## src/bmu_pkg.sv

```systemverilog
// Purpose: Shared constants and types for the bit manipulation unit
// Assumes: Byte operands, 3-bit bit index, one core clock
// Notes: Operation codes are local to this block
package bmu_pkg;

    localparam int BMU_DATA_W = 8;
    localparam int BMU_IDX_W = 3;
    localparam logic BMU_CARRY_RST = 1'b0;
    localparam logic BMU_ZERO_RST = 1'b0;
    localparam logic [7:0] BMU_BYTE_RST = 8'h00;
    localparam int BMU_CCR_C_POS = 0;
    localparam int BMU_CCR_Z_POS = 2;

    // Operation selector, one code per bit instruction
    typedef enum logic [3:0] {
        BMU_SET_BIT_OP = 4'h0,
        BMU_CLEAR_BIT_OP = 4'h1,
        BMU_INVERT_BIT_OP = 4'h2,
        BMU_TEST_BIT_OP = 4'h3,
        BMU_AND_BIT_INTO_FLAG = 4'h4,
        BMU_AND_INVERTED_BIT = 4'h5,
        BMU_OR_BIT_INTO_FLAG = 4'h6,
        BMU_OR_INVERTED_BIT = 4'h7,
        BMU_XOR_BIT_INTO_FLAG = 4'h8,
        BMU_XOR_INVERTED_BIT = 4'h9,
        BMU_LOAD_BIT_TO_FLAG = 4'hA,
        BMU_LOAD_INVERTED_BIT = 4'hB,
        BMU_STORE_FLAG_TO_BIT = 4'hC,
        BMU_STORE_INVERTED_FLAG = 4'hD
    } bmu_op_type;

    // Sequencer states, Gray coded along idle-read-modify-write
    typedef enum logic [1:0] {
        BMU_IDLE = 2'b00,
        BMU_READ = 2'b01,
        BMU_MODIFY = 2'b11,
        BMU_WRITE = 2'b10
    } bmu_state_type;

endpackage

```

## src/bmu_ops_if.sv

```systemverilog
// Purpose: Carries one bit operation between sequencer and datapath
// Assumes: Single clock domain
// Notes: Combinational path, no storage
`timescale 1ns/1ps
interface bmu_ops_if;
    import bmu_pkg::*;
    bmu_op_type op;
    logic [7:0] operand;
    logic [2:0] index;
    logic carry_in;
    logic [7:0] result;
    logic carry_out;
    logic zero_out;
    logic writes_byte;
    logic writes_carry;
    logic writes_zero;
    modport seq (output op, operand, index, carry_in,
                 input result, carry_out, zero_out,
                 writes_byte, writes_carry, writes_zero);
    modport dp (input op, operand, index, carry_in,
                output result, carry_out, zero_out,
                writes_byte, writes_carry, writes_zero);
endinterface // bmu_ops_if

```

## src/bit_manipulation_unit.sv

```systemverilog
// Purpose: Executes single-bit instructions on a register or memory byte
// Assumes: Core supplies operand, index sources and memory handshake
// Notes: Byte-modifying ops on memory use a read-modify-write sequence; flag and test ops only read
//
// Functional notes
// - Set forces selected bit to one
// - Clear forces selected bit to zero
// - Invert complements the selected bit only
// - Test loads zero flag with inverted bit
// - Index from immediate or register low bits
// - AND carry with selected bit
// - AND carry with inverted bit
// - OR carry with selected bit
// - OR carry with inverted bit
// - XOR carry with selected bit
// - XOR carry with inverted bit
// - Load selected bit into carry
// - Load inverted bit into carry
// - Store carry into selected bit
// - Store inverted carry into selected bit
// - Inverted variants use immediate index only
// - Result flag is the carry bit
`timescale 1ns/1ps
module bit_manipulation_unit
    import bmu_pkg::*;
(
    // Clock and reset
    input wire logic clock,
    input wire logic nrst,
    // Instruction request
    input wire logic start,
    input wire logic [3:0] op_code,
    input wire logic use_reg_index,
    input wire logic [2:0] imm_index,
    input wire logic [7:0] index_reg,
    input wire logic operand_in_mem,
    input wire logic [7:0] reg_operand,
    output logic busy,
    output logic done,
    // General register write-back
    output logic [7:0] reg_result,
    output logic reg_write,
    // Memory byte access
    output logic mem_read,
    output logic mem_write,
    output logic [7:0] mem_wdata,
    input wire logic mem_ack,
    input wire logic [7:0] mem_rdata,
    // Carry loaded from, and both flags returned to, the condition code register
    input wire logic [7:0] ccr_in,
    output logic carry_flag,
    output logic zero_flag,
    output logic carry_write,
    output logic zero_write
);
    bmu_ops_if ops();
    bmu_state_type state;
    bmu_state_type next_state;
    bmu_op_type op;
    logic [2:0] index;
    logic [7:0] operand;
    logic in_mem;
    logic carry_in;
    logic [2:0] start_index;
    logic inverted_op;
    logic take;

    bmu_datapath u_dp (
        .ops(ops)
    );

    // Inverted variants ignore the register index select
    assign inverted_op = (op_code == BMU_AND_INVERTED_BIT) ||
        (op_code == BMU_OR_INVERTED_BIT) ||
        (op_code == BMU_XOR_INVERTED_BIT) ||
        (op_code == BMU_LOAD_INVERTED_BIT) ||
        (op_code == BMU_STORE_INVERTED_FLAG);
    assign start_index = (use_reg_index && !inverted_op) ?
        index_reg[2:0] : imm_index;
    assign take = start && (state == BMU_IDLE);
    assign busy = (state != BMU_IDLE);

    // Datapath feed from latched instruction
    assign ops.op = op;
    assign ops.operand = operand;
    assign ops.index = index;
    assign ops.carry_in = carry_in;

    // Sequencer: register operands execute in one MODIFY cycle
    always_comb begin
        next_state = state;
        case (state)
            BMU_IDLE: begin
                if (start) begin
                    next_state = operand_in_mem ? BMU_READ : BMU_MODIFY;
                end
            end
            BMU_READ: begin
                if (mem_ack) begin
                    next_state = BMU_MODIFY;
                end
            end
            BMU_MODIFY: begin
                if (in_mem && ops.writes_byte) begin
                    next_state = BMU_WRITE;
                end else begin
                    next_state = BMU_IDLE;
                end
            end
            BMU_WRITE: begin
                if (mem_ack) begin
                    next_state = BMU_IDLE;
                end
            end
            default: next_state = BMU_IDLE;
        endcase
    end

    always_ff @(posedge clock or negedge nrst) begin
        if (!nrst) begin
            state <= BMU_IDLE;
        end else begin
            state <= next_state;
        end
    end

    // Instruction latch; carry comes from the condition code register
    always_ff @(posedge clock or negedge nrst) begin
        if (!nrst) begin
            op <= BMU_SET_BIT_OP;
            index <= 3'h0;
            in_mem <= 1'b0;
            carry_in <= BMU_CARRY_RST;
        end else if (take) begin
            op <= bmu_op_type'(op_code);
            index <= start_index;
            in_mem <= operand_in_mem;
            carry_in <= ccr_in[BMU_CCR_C_POS];
        end
    end

    // Operand byte: register value, or whole byte fetched from memory
    always_ff @(posedge clock or negedge nrst) begin
        if (!nrst) begin
            operand <= BMU_BYTE_RST;
        end else if (take) begin
            operand <= reg_operand;
        end else if (state == BMU_READ && mem_ack) begin
            operand <= mem_rdata;
        end
    end

    // Results and write strobes, registered at MODIFY
    always_ff @(posedge clock or negedge nrst) begin
        if (!nrst) begin
            reg_result <= BMU_BYTE_RST;
            mem_wdata <= BMU_BYTE_RST;
            reg_write <= 1'b0;
            carry_flag <= BMU_CARRY_RST;
            zero_flag <= BMU_ZERO_RST;
            carry_write <= 1'b0;
            zero_write <= 1'b0;
        end else begin
            reg_write <= 1'b0;
            carry_write <= 1'b0;
            zero_write <= 1'b0;
            if (state == BMU_MODIFY) begin
                reg_result <= ops.result;
                mem_wdata <= ops.result;
                reg_write <= ops.writes_byte && !in_mem;
                carry_flag <= ops.carry_out;
                carry_write <= ops.writes_carry;
                zero_flag <= ops.zero_out;
                zero_write <= ops.writes_zero;
            end
        end
    end

    // Memory strobes held until acknowledge
    assign mem_read = (state == BMU_READ);
    assign mem_write = (state == BMU_WRITE);

    // Done pulse at the end of each instruction
    always_ff @(posedge clock or negedge nrst) begin
        if (!nrst) begin
            done <= 1'b0;
        end else begin
            done <= (busy && next_state == BMU_IDLE);
        end
    end
endmodule // bit_manipulation_unit

```

## src/bmu_datapath.sv

```systemverilog
// Purpose: Combinational bit select, modify and flag logic
// Assumes: Operation code valid whenever the sequencer looks
// Notes: Unknown codes write nothing
`timescale 1ns/1ps
module bmu_datapath
    import bmu_pkg::*;
(
    // Operation channel
    bmu_ops_if.dp ops
);
    logic [7:0] onehot;
    logic sel_bit;
    logic [7:0] set_byte;
    logic [7:0] clr_byte;
    logic [7:0] inv_byte;
    logic [7:0] put_c;
    logic [7:0] put_nc;
    logic is_mod;
    logic is_flag;

    // Bit selection by a one-hot mask
    assign onehot = 8'h01 << ops.index;
    assign sel_bit = ops.operand[ops.index];

    // Byte results; only the selected bit moves
    assign set_byte = ops.operand | onehot;
    assign clr_byte = ops.operand & ~onehot;
    assign inv_byte = ops.operand ^ onehot;
    assign put_c = ops.carry_in ? set_byte : clr_byte;
    assign put_nc = ops.carry_in ? clr_byte : set_byte;

    assign ops.result = (ops.op == BMU_SET_BIT_OP) ? set_byte :
        (ops.op == BMU_CLEAR_BIT_OP) ? clr_byte :
        (ops.op == BMU_INVERT_BIT_OP) ? inv_byte :
        (ops.op == BMU_STORE_FLAG_TO_BIT) ? put_c :
        (ops.op == BMU_STORE_INVERTED_FLAG) ? put_nc : ops.operand;

    // Carry results of the flag-combining group
    assign ops.carry_out =
        (ops.op == BMU_AND_BIT_INTO_FLAG) ? (ops.carry_in & sel_bit) :
        (ops.op == BMU_AND_INVERTED_BIT) ? (ops.carry_in & ~sel_bit) :
        (ops.op == BMU_OR_BIT_INTO_FLAG) ? (ops.carry_in | sel_bit) :
        (ops.op == BMU_OR_INVERTED_BIT) ? (ops.carry_in | ~sel_bit) :
        (ops.op == BMU_XOR_BIT_INTO_FLAG) ? (ops.carry_in ^ sel_bit) :
        (ops.op == BMU_XOR_INVERTED_BIT) ? (ops.carry_in ^ ~sel_bit) :
        (ops.op == BMU_LOAD_BIT_TO_FLAG) ? sel_bit :
        (ops.op == BMU_LOAD_INVERTED_BIT) ? ~sel_bit :
        ops.carry_in;

    // Test outcome: zero flag set when the bit is clear
    assign ops.zero_out = ~sel_bit;

    // Destination steering, each operation touches only its own target
    assign is_mod = (ops.op == BMU_SET_BIT_OP) ||
        (ops.op == BMU_CLEAR_BIT_OP) || (ops.op == BMU_INVERT_BIT_OP) ||
        (ops.op == BMU_STORE_FLAG_TO_BIT) ||
        (ops.op == BMU_STORE_INVERTED_FLAG);
    assign is_flag = (ops.op >= BMU_AND_BIT_INTO_FLAG) &&
        (ops.op <= BMU_LOAD_INVERTED_BIT);
    assign ops.writes_byte = is_mod;
    assign ops.writes_carry = is_flag;
    assign ops.writes_zero = (ops.op == BMU_TEST_BIT_OP);
endmodule // bmu_datapath

```

## config.mk

```make
export PLATFORM = sky130hd
export DESIGN_NAME = bit_manipulation_unit
export DESIGN_NICKNAME = d
export VERILOG_FILES = /design/src/bmu_pkg.sv /design/src/bmu_ops_if.sv /design/src/bit_manipulation_unit.sv /design/src/bmu_datapath.sv
export SDC_FILE = /design/constraint.sdc
export NUM_CORES = 1
export LEC_CHECK = 0
export ABC_AREA = 0
export ABC_CLOCK_PERIOD_IN_PS = 3000
export BUFFER_PORTS_ARGS = -buffer_cell sky130_fd_sc_hd__buf_2
export CORE_MARGIN = 2
export CORE_UTILIZATION = 45
export DETAILED_ROUTE_END_ITERATION = 8
export HOLD_SLACK_MARGIN = 0.03
export PLACE_DENSITY = 0.78
export SLEW_MARGIN = 20
export SYNTH_ARGS = -nofsm -noshare
export SYNTH_HDL_FRONTEND = slang
export SYNTH_SLANG_ARGS = --single-unit
```

## constraint.sdc

```tcl
create_clock -name clock -period 3 [get_ports clock]
set_clock_uncertainty 0.05 [all_clocks]
set_input_delay 0.9 -clock clock [delete_from_list [all_inputs] [get_ports clock]]
set_output_delay 0.9 -clock clock [all_outputs]
set_load 0.05 [all_outputs]
```

# Yosys cells after proc, flatten, opt, wreduce, memory -nomap -nowiden
# Index checks and enable logic that the tools add are counted.
# totals
reg_bits	33
elab_cells	100
# op_classes
magnitude_cmp	3
n_eq_ne	21
shift	1
mux	29
bitwise_logic	11
n_reduce_logical	22
# ops
cell	n
$mux W8	9
$eq A4 B4 Y1 const B	9
$eq A4 B3 Y1 const B	6
$mux W1	12
$mux W2	5
$and A8 B8 Y8	1
$eq A4 B2 Y1 const B	2
$logic_or A1 B1 Y1	8
$not A8 Y8	1
$or A8 B8 Y8	1
$pmux W2 S4	1
$shl A1 B3 Y8 const A	1
$xor A8 B8 Y8	1
$logic_and A1 B1 Y1	7
$eq A2 B2 Y1 const B	2
$eq A4 B1 Y1 const B	1
$ge A4 B3 Y1 const B	1
$le A4 B4 Y1 const B	1
$logic_not A2 Y1	2
$logic_not A4 Y1	1
$lt A3 B4 Y1 const B	1
$reduce_bool A2 Y1	2
$bmux W1 S3	1
$mux W3	1
other kinds (6)	10

# Logic depth before layout (Yosys ltp)
# depth
ltp_word	11
ltp_mapped	12

# Modules after synthesis
# Synthesis repeated with hierarchy kept, for this count alone.
# hier_totals
hier_cells	242
hier_area_um2	2493.6
# modules_own_cells
mod	instances	cells_per_inst	area_per_inst_um2
bit_manipulation_unit	1	113	1536.5
bmu_datapath	1	129	957.2

# Worst setup path before layout
# No wires, ideal clock.
# synth_path
path_type	register -> register
startpoint	register index[0]
endpoint	register carry_flag
arrival_time_ns	2.075
required_time_ns	2.868
setup_slack_ns	0.793
stages_incl_launch_ff	13
n_path_buf	1
period_less_slack_ns	2.207
cell_sequence	dfrtp_1 -> buf_2 -> mux2i_1 -> a22oi_1 -> o21ai_2 -> nor2_1 -> inv_1 -> ha_1 -> xor2_1 -> nand3_1 -> a32oi_1 -> a21oi_1 -> a31oi_1
# synth_between
elab_chain_cells	11
word_cells_on_any_way	17
# synth_lines
element	line_no	source
from (decl)	bit_manipulation_unit.sv:60	logic [2:0] index;
from (signal assigned)	bit_manipulation_unit.sv:136	index <= start_index;
$bmux W1 S3 *	bmu_datapath.sv:23	assign sel_bit = ops.operand[ops.index];
$mux W1 (implied by the code) *	bmu_datapath.sv:23	
$not A1 Y1 *	--	
net ops.zero_out	bmu_ops_if.sv:13	logic zero_out;
$mux W1	bmu_datapath.sv:47	(ops.op == BMU_LOAD_INVERTED_BIT) ? ~sel_bit :
$mux W1	bmu_datapath.sv:46	(ops.op == BMU_LOAD_BIT_TO_FLAG) ? sel_bit :
$mux W1	bmu_datapath.sv:45	(ops.op == BMU_XOR_INVERTED_BIT) ? (ops.carry_in ^ ~sel_bit) :
$mux W1	bmu_datapath.sv:44	(ops.op == BMU_XOR_BIT_INTO_FLAG) ? (ops.carry_in ^ sel_bit) :
$mux W1	bmu_datapath.sv:43	(ops.op == BMU_OR_INVERTED_BIT) ? (ops.carry_in | ~sel_bit) :
$mux W1	bmu_datapath.sv:42	(ops.op == BMU_OR_BIT_INTO_FLAG) ? (ops.carry_in | sel_bit) :
$mux W1 *	bmu_datapath.sv:41	(ops.op == BMU_AND_INVERTED_BIT) ? (ops.carry_in & ~sel_bit) :
$mux W1 *	bmu_datapath.sv:40	(ops.op == BMU_AND_BIT_INTO_FLAG) ? (ops.carry_in & sel_bit) :
to (signal assigned)	bit_manipulation_unit.sv:171	carry_flag <= ops.carry_out;
to (decl)	bit_manipulation_unit.sv:51	output logic carry_flag,
# The timed path passes the listed nets; every way through them passes the cells marked *. The select of a mux whose other input is x is not followed.
# A chain may end at the register's enable or synchronous reset.

# Final worst setup path
# layout_path
startpoint	register index[2]
endpoint	register carry_flag
# The elaborated chain is that of the path after synthesis.

==> run summary <==
Run status: finished clean
Site row count: 26
Iteration-0 DRC Markers: 114
CTS Buffer Depth: 2
Leakage: 1.36 nW
Worst hold start: zero_flag
Post-Place Worst Slack: 437 ps
Top-Level Pins: 70
YS warnings: 0
# port buffers: 57
Placer Congestion: 0.854
Largest net degree at the start of global routing: 34
First-pass GRT wire length: 8490 um
Fraction of final layout cells sized beyond drive strength 1: 0.246
CTS tree: built
Worst ir drop on vdd: 0.000769 V
Final core occ: 0.534
Clock transition at the registers of the reported paths: 70 ps
Vias: 2015
Hold/Removal Path Class: flip-flop to flip-flop
Worst setup margin: 318 ps
Fin nets: 382
Worst Tran Pin Value: 773 ps
Maximum clock rate: 0.373 GHz
Slowest cell on crit path: dfrtp_1
GR Overflow Total: 0
Data required time at the worst endpoint: 3150 ps
Fillers: 492
Placed Area: 0.00267 mm^2
Initial DRT Pass Iterations: 4
Synthesized Nets: 340
CP top delay family: compound AO/OA/AOI/OAI gates
WS Path Type: flip-flop to flip-flop
Pwr Density: 1220 mW/mm^2
CP Capture Point: carry_flag
Final setup viols: 0
Post-CTS sizing: 0
Biggest regs: mem_wdata (8), operand (8), op (4)
Worst R2R Start: index[2]
Area of the multi-input gates: 0.00139 mm^2
Crit path DAT: 2830 ps
Post-synthesis sequential area ratio: 0.340
CP startpoint kind: flip-flop
CTS buffer count: 5
Seq. cell area: 826 um^2
Clock sink total: 33
Cells after synthesis: 271
Post-route clock period utilization: 0.894
Initial antenna violation count: 0
Netlist Area Pre-Place: 0.00243 mm^2
R2r setup slk: 320 ps
Die ar.: 0.00600 mm^2
Critical path origin: index[2]
Vias in the first global route: 1865
HPWL after DPL: 3680 um
GRT Overall Usage: 0.176
WHS: 434 ps
Library cells used by synthesis: 43
Post-Route Setup TNS: 0 ps
DRT antenna net count: 0
Crit-path max FO: 11
Post-CTS Setup Repair Bufs: 0
Slew Viols, Final: 0
Area Overhead vs Synth: 13.8%
Htree depth: 2
Reg2reg end: carry_flag
Setup crit end kind: flip-flop
Worst path bufs/invs: 1
Die width: 77.4 um
R2R depth: 11
Max-cap violations: 0
Post-route cell area: 0.00276 mm^2
Ant. Diodes: 0
Power, Total: 3.36 mW
Root buf cell: clkbuf_8
Die Ht: 77.4 um
Drt total wl: 4920 um
RSZ-0062 raised after global routing: no
Slew margin rel.: 0.484
Routed WL per cell: 12.9 um
Post-synthesis register bit count: 33
Instance count on the critical path: 11
Initial Util: 0.469
Hold_buf cts: 0
Clock latency on the worst-skew pair: 280 ps
Core area: 0.00517 mm^2
DR vias/cell: 5.26
Synth Area per Inst: 8.96 um^2
Placed insts: 376
Final non-filler cell total: 383
Final min period: 2680 ps
Worst path cell trace: and2b_1 > a22oi_1 > o21ai_2 > nor2_1 > inv_1 > ha_1 > xor2_1 > nand3_1 > a32oi_1 > a21oi_1 > a31oi_1
Hold Violations, Final: 0
Worst path max stage delay: 540 ps
DRC: 0
-- how the worst min path moves through the flow --
stage / to / depth (start not counted)
2_1_floorplan: reg_write / 1
3_3_place_gp: zero_flag / 2
3_5_place_dp: zero_flag / 2
4_1_cts: zero_flag / 2
5_1_grt: reg_write / 1
6_report: zero_flag / 2
-- metal layers --
layer / global-route usage / up-vias / wire (um)
met3: 0.0326 / 6 / 249
li1: - / 1018 / -
met2: 0.277 / 56 / 2220
met5: 0 / - / 0
met4: 0.0661 / 0 / 73
met1: 0.240 / 935 / 2380
-- logic make-up after synthesis --
logic type	Yosys count	share of synthesized area
multiplexers	26	0.109
flip-flops	33	0.340
XOR/XNOR	2	0.0103
buffers and inverters	41	0.0871
AO/OA/AOI/OAI	80	0.191
adder cells (fa/ha/maj)	24	0.124
AND/OR/NAND/NOR	65	0.139
-- where the power goes --
part	total [mW]	switching [mW]	leakage, nW	internal (mW)
Sequential	0.930	0.282	0.409	0.648
Clock	0.339	0.158	0.0433	0.181
Combinational	2.09	1.37	0.905	0.722
-- final cells by class --
class,count,share of cell area
multi-input combinational,197,0.503
sequential,33,0.299
timing repair buffer,60,0.111
tap,70,0.0317
clock buffer,6,0.0299
inverter,16,0.0217
clock inverter,1,0.00272
-- cell usage in the layout, fill, tap and decap left out, types with 2 or more instances in the layout --
cell type / n
buf_2: 57
a21oi_1: 34
dfrtp_1: 33
ha_1: 24
mux2i_1: 23
nand2_1: 19
o21ai_1: 17
inv_1: 15
nor2_1: 14
o21ai_0: 10
a22o_1: 8
nand3_1: 7
clkbuf_8: 6
nor2b_1: 5
nand2b_1: 5
a31oi_1: 3
buf_4: 3
or2_1: 2
and3_1: 2
nor3_1: 2
o31ai_1: 2
mux2_2: 2
-- synth_stat cells, drive strengths merged --
| library cell | count | share of area |
|---|---|---|
| a21oi | 34 | 0.070 |
| a22o | 8 | 0.029 |
| a22oi | 1 | 0.0031 |
| a31oi | 3 | 0.0077 |
| a32oi | 1 | 0.0036 |
| a41oi | 1 | 0.0036 |
| and2 | 1 | 0.0026 |
| and2b | 1 | 0.0031 |
| and3 | 2 | 0.0052 |
| buf | 21 | 0.056 |
| clkbuf | 4 | 0.0062 |
| dfrtp | 33 | 0.34 |
| ha | 24 | 0.12 |
| inv | 16 | 0.025 |
| mux2 | 3 | 0.014 |
| mux2i | 23 | 0.095 |
| nand2 | 19 | 0.029 |
| nand2b | 5 | 0.013 |
| nand3 | 7 | 0.014 |
| nand4 | 1 | 0.0026 |
| nor2 | 14 | 0.022 |
| nor2b | 5 | 0.013 |
| nor3 | 2 | 0.0041 |
| nor3b | 2 | 0.013 |
| nor4 | 1 | 0.0026 |
| o21a | 1 | 0.0031 |
| o21ai | 28 | 0.059 |
| o22ai | 1 | 0.0052 |
| o31ai | 2 | 0.0062 |
| or2 | 3 | 0.0077 |
| or3 | 1 | 0.0026 |
| or3b | 1 | 0.0046 |
| xor2 | 2 | 0.010 |
-- worst reg2reg max path, cell delays in order, from the launching register on --
cell and delay (ps):
dfrtp_1 540, and2b_1 270, a22oi_1 220, o21ai_2 110
nor2_1 240, inv_1 120, ha_1 300, xor2_1 170
nand3_1 100, a32oi_1 210, a21oi_1 80, a31oi_1 190
Power figures use the tool's default switching activity.
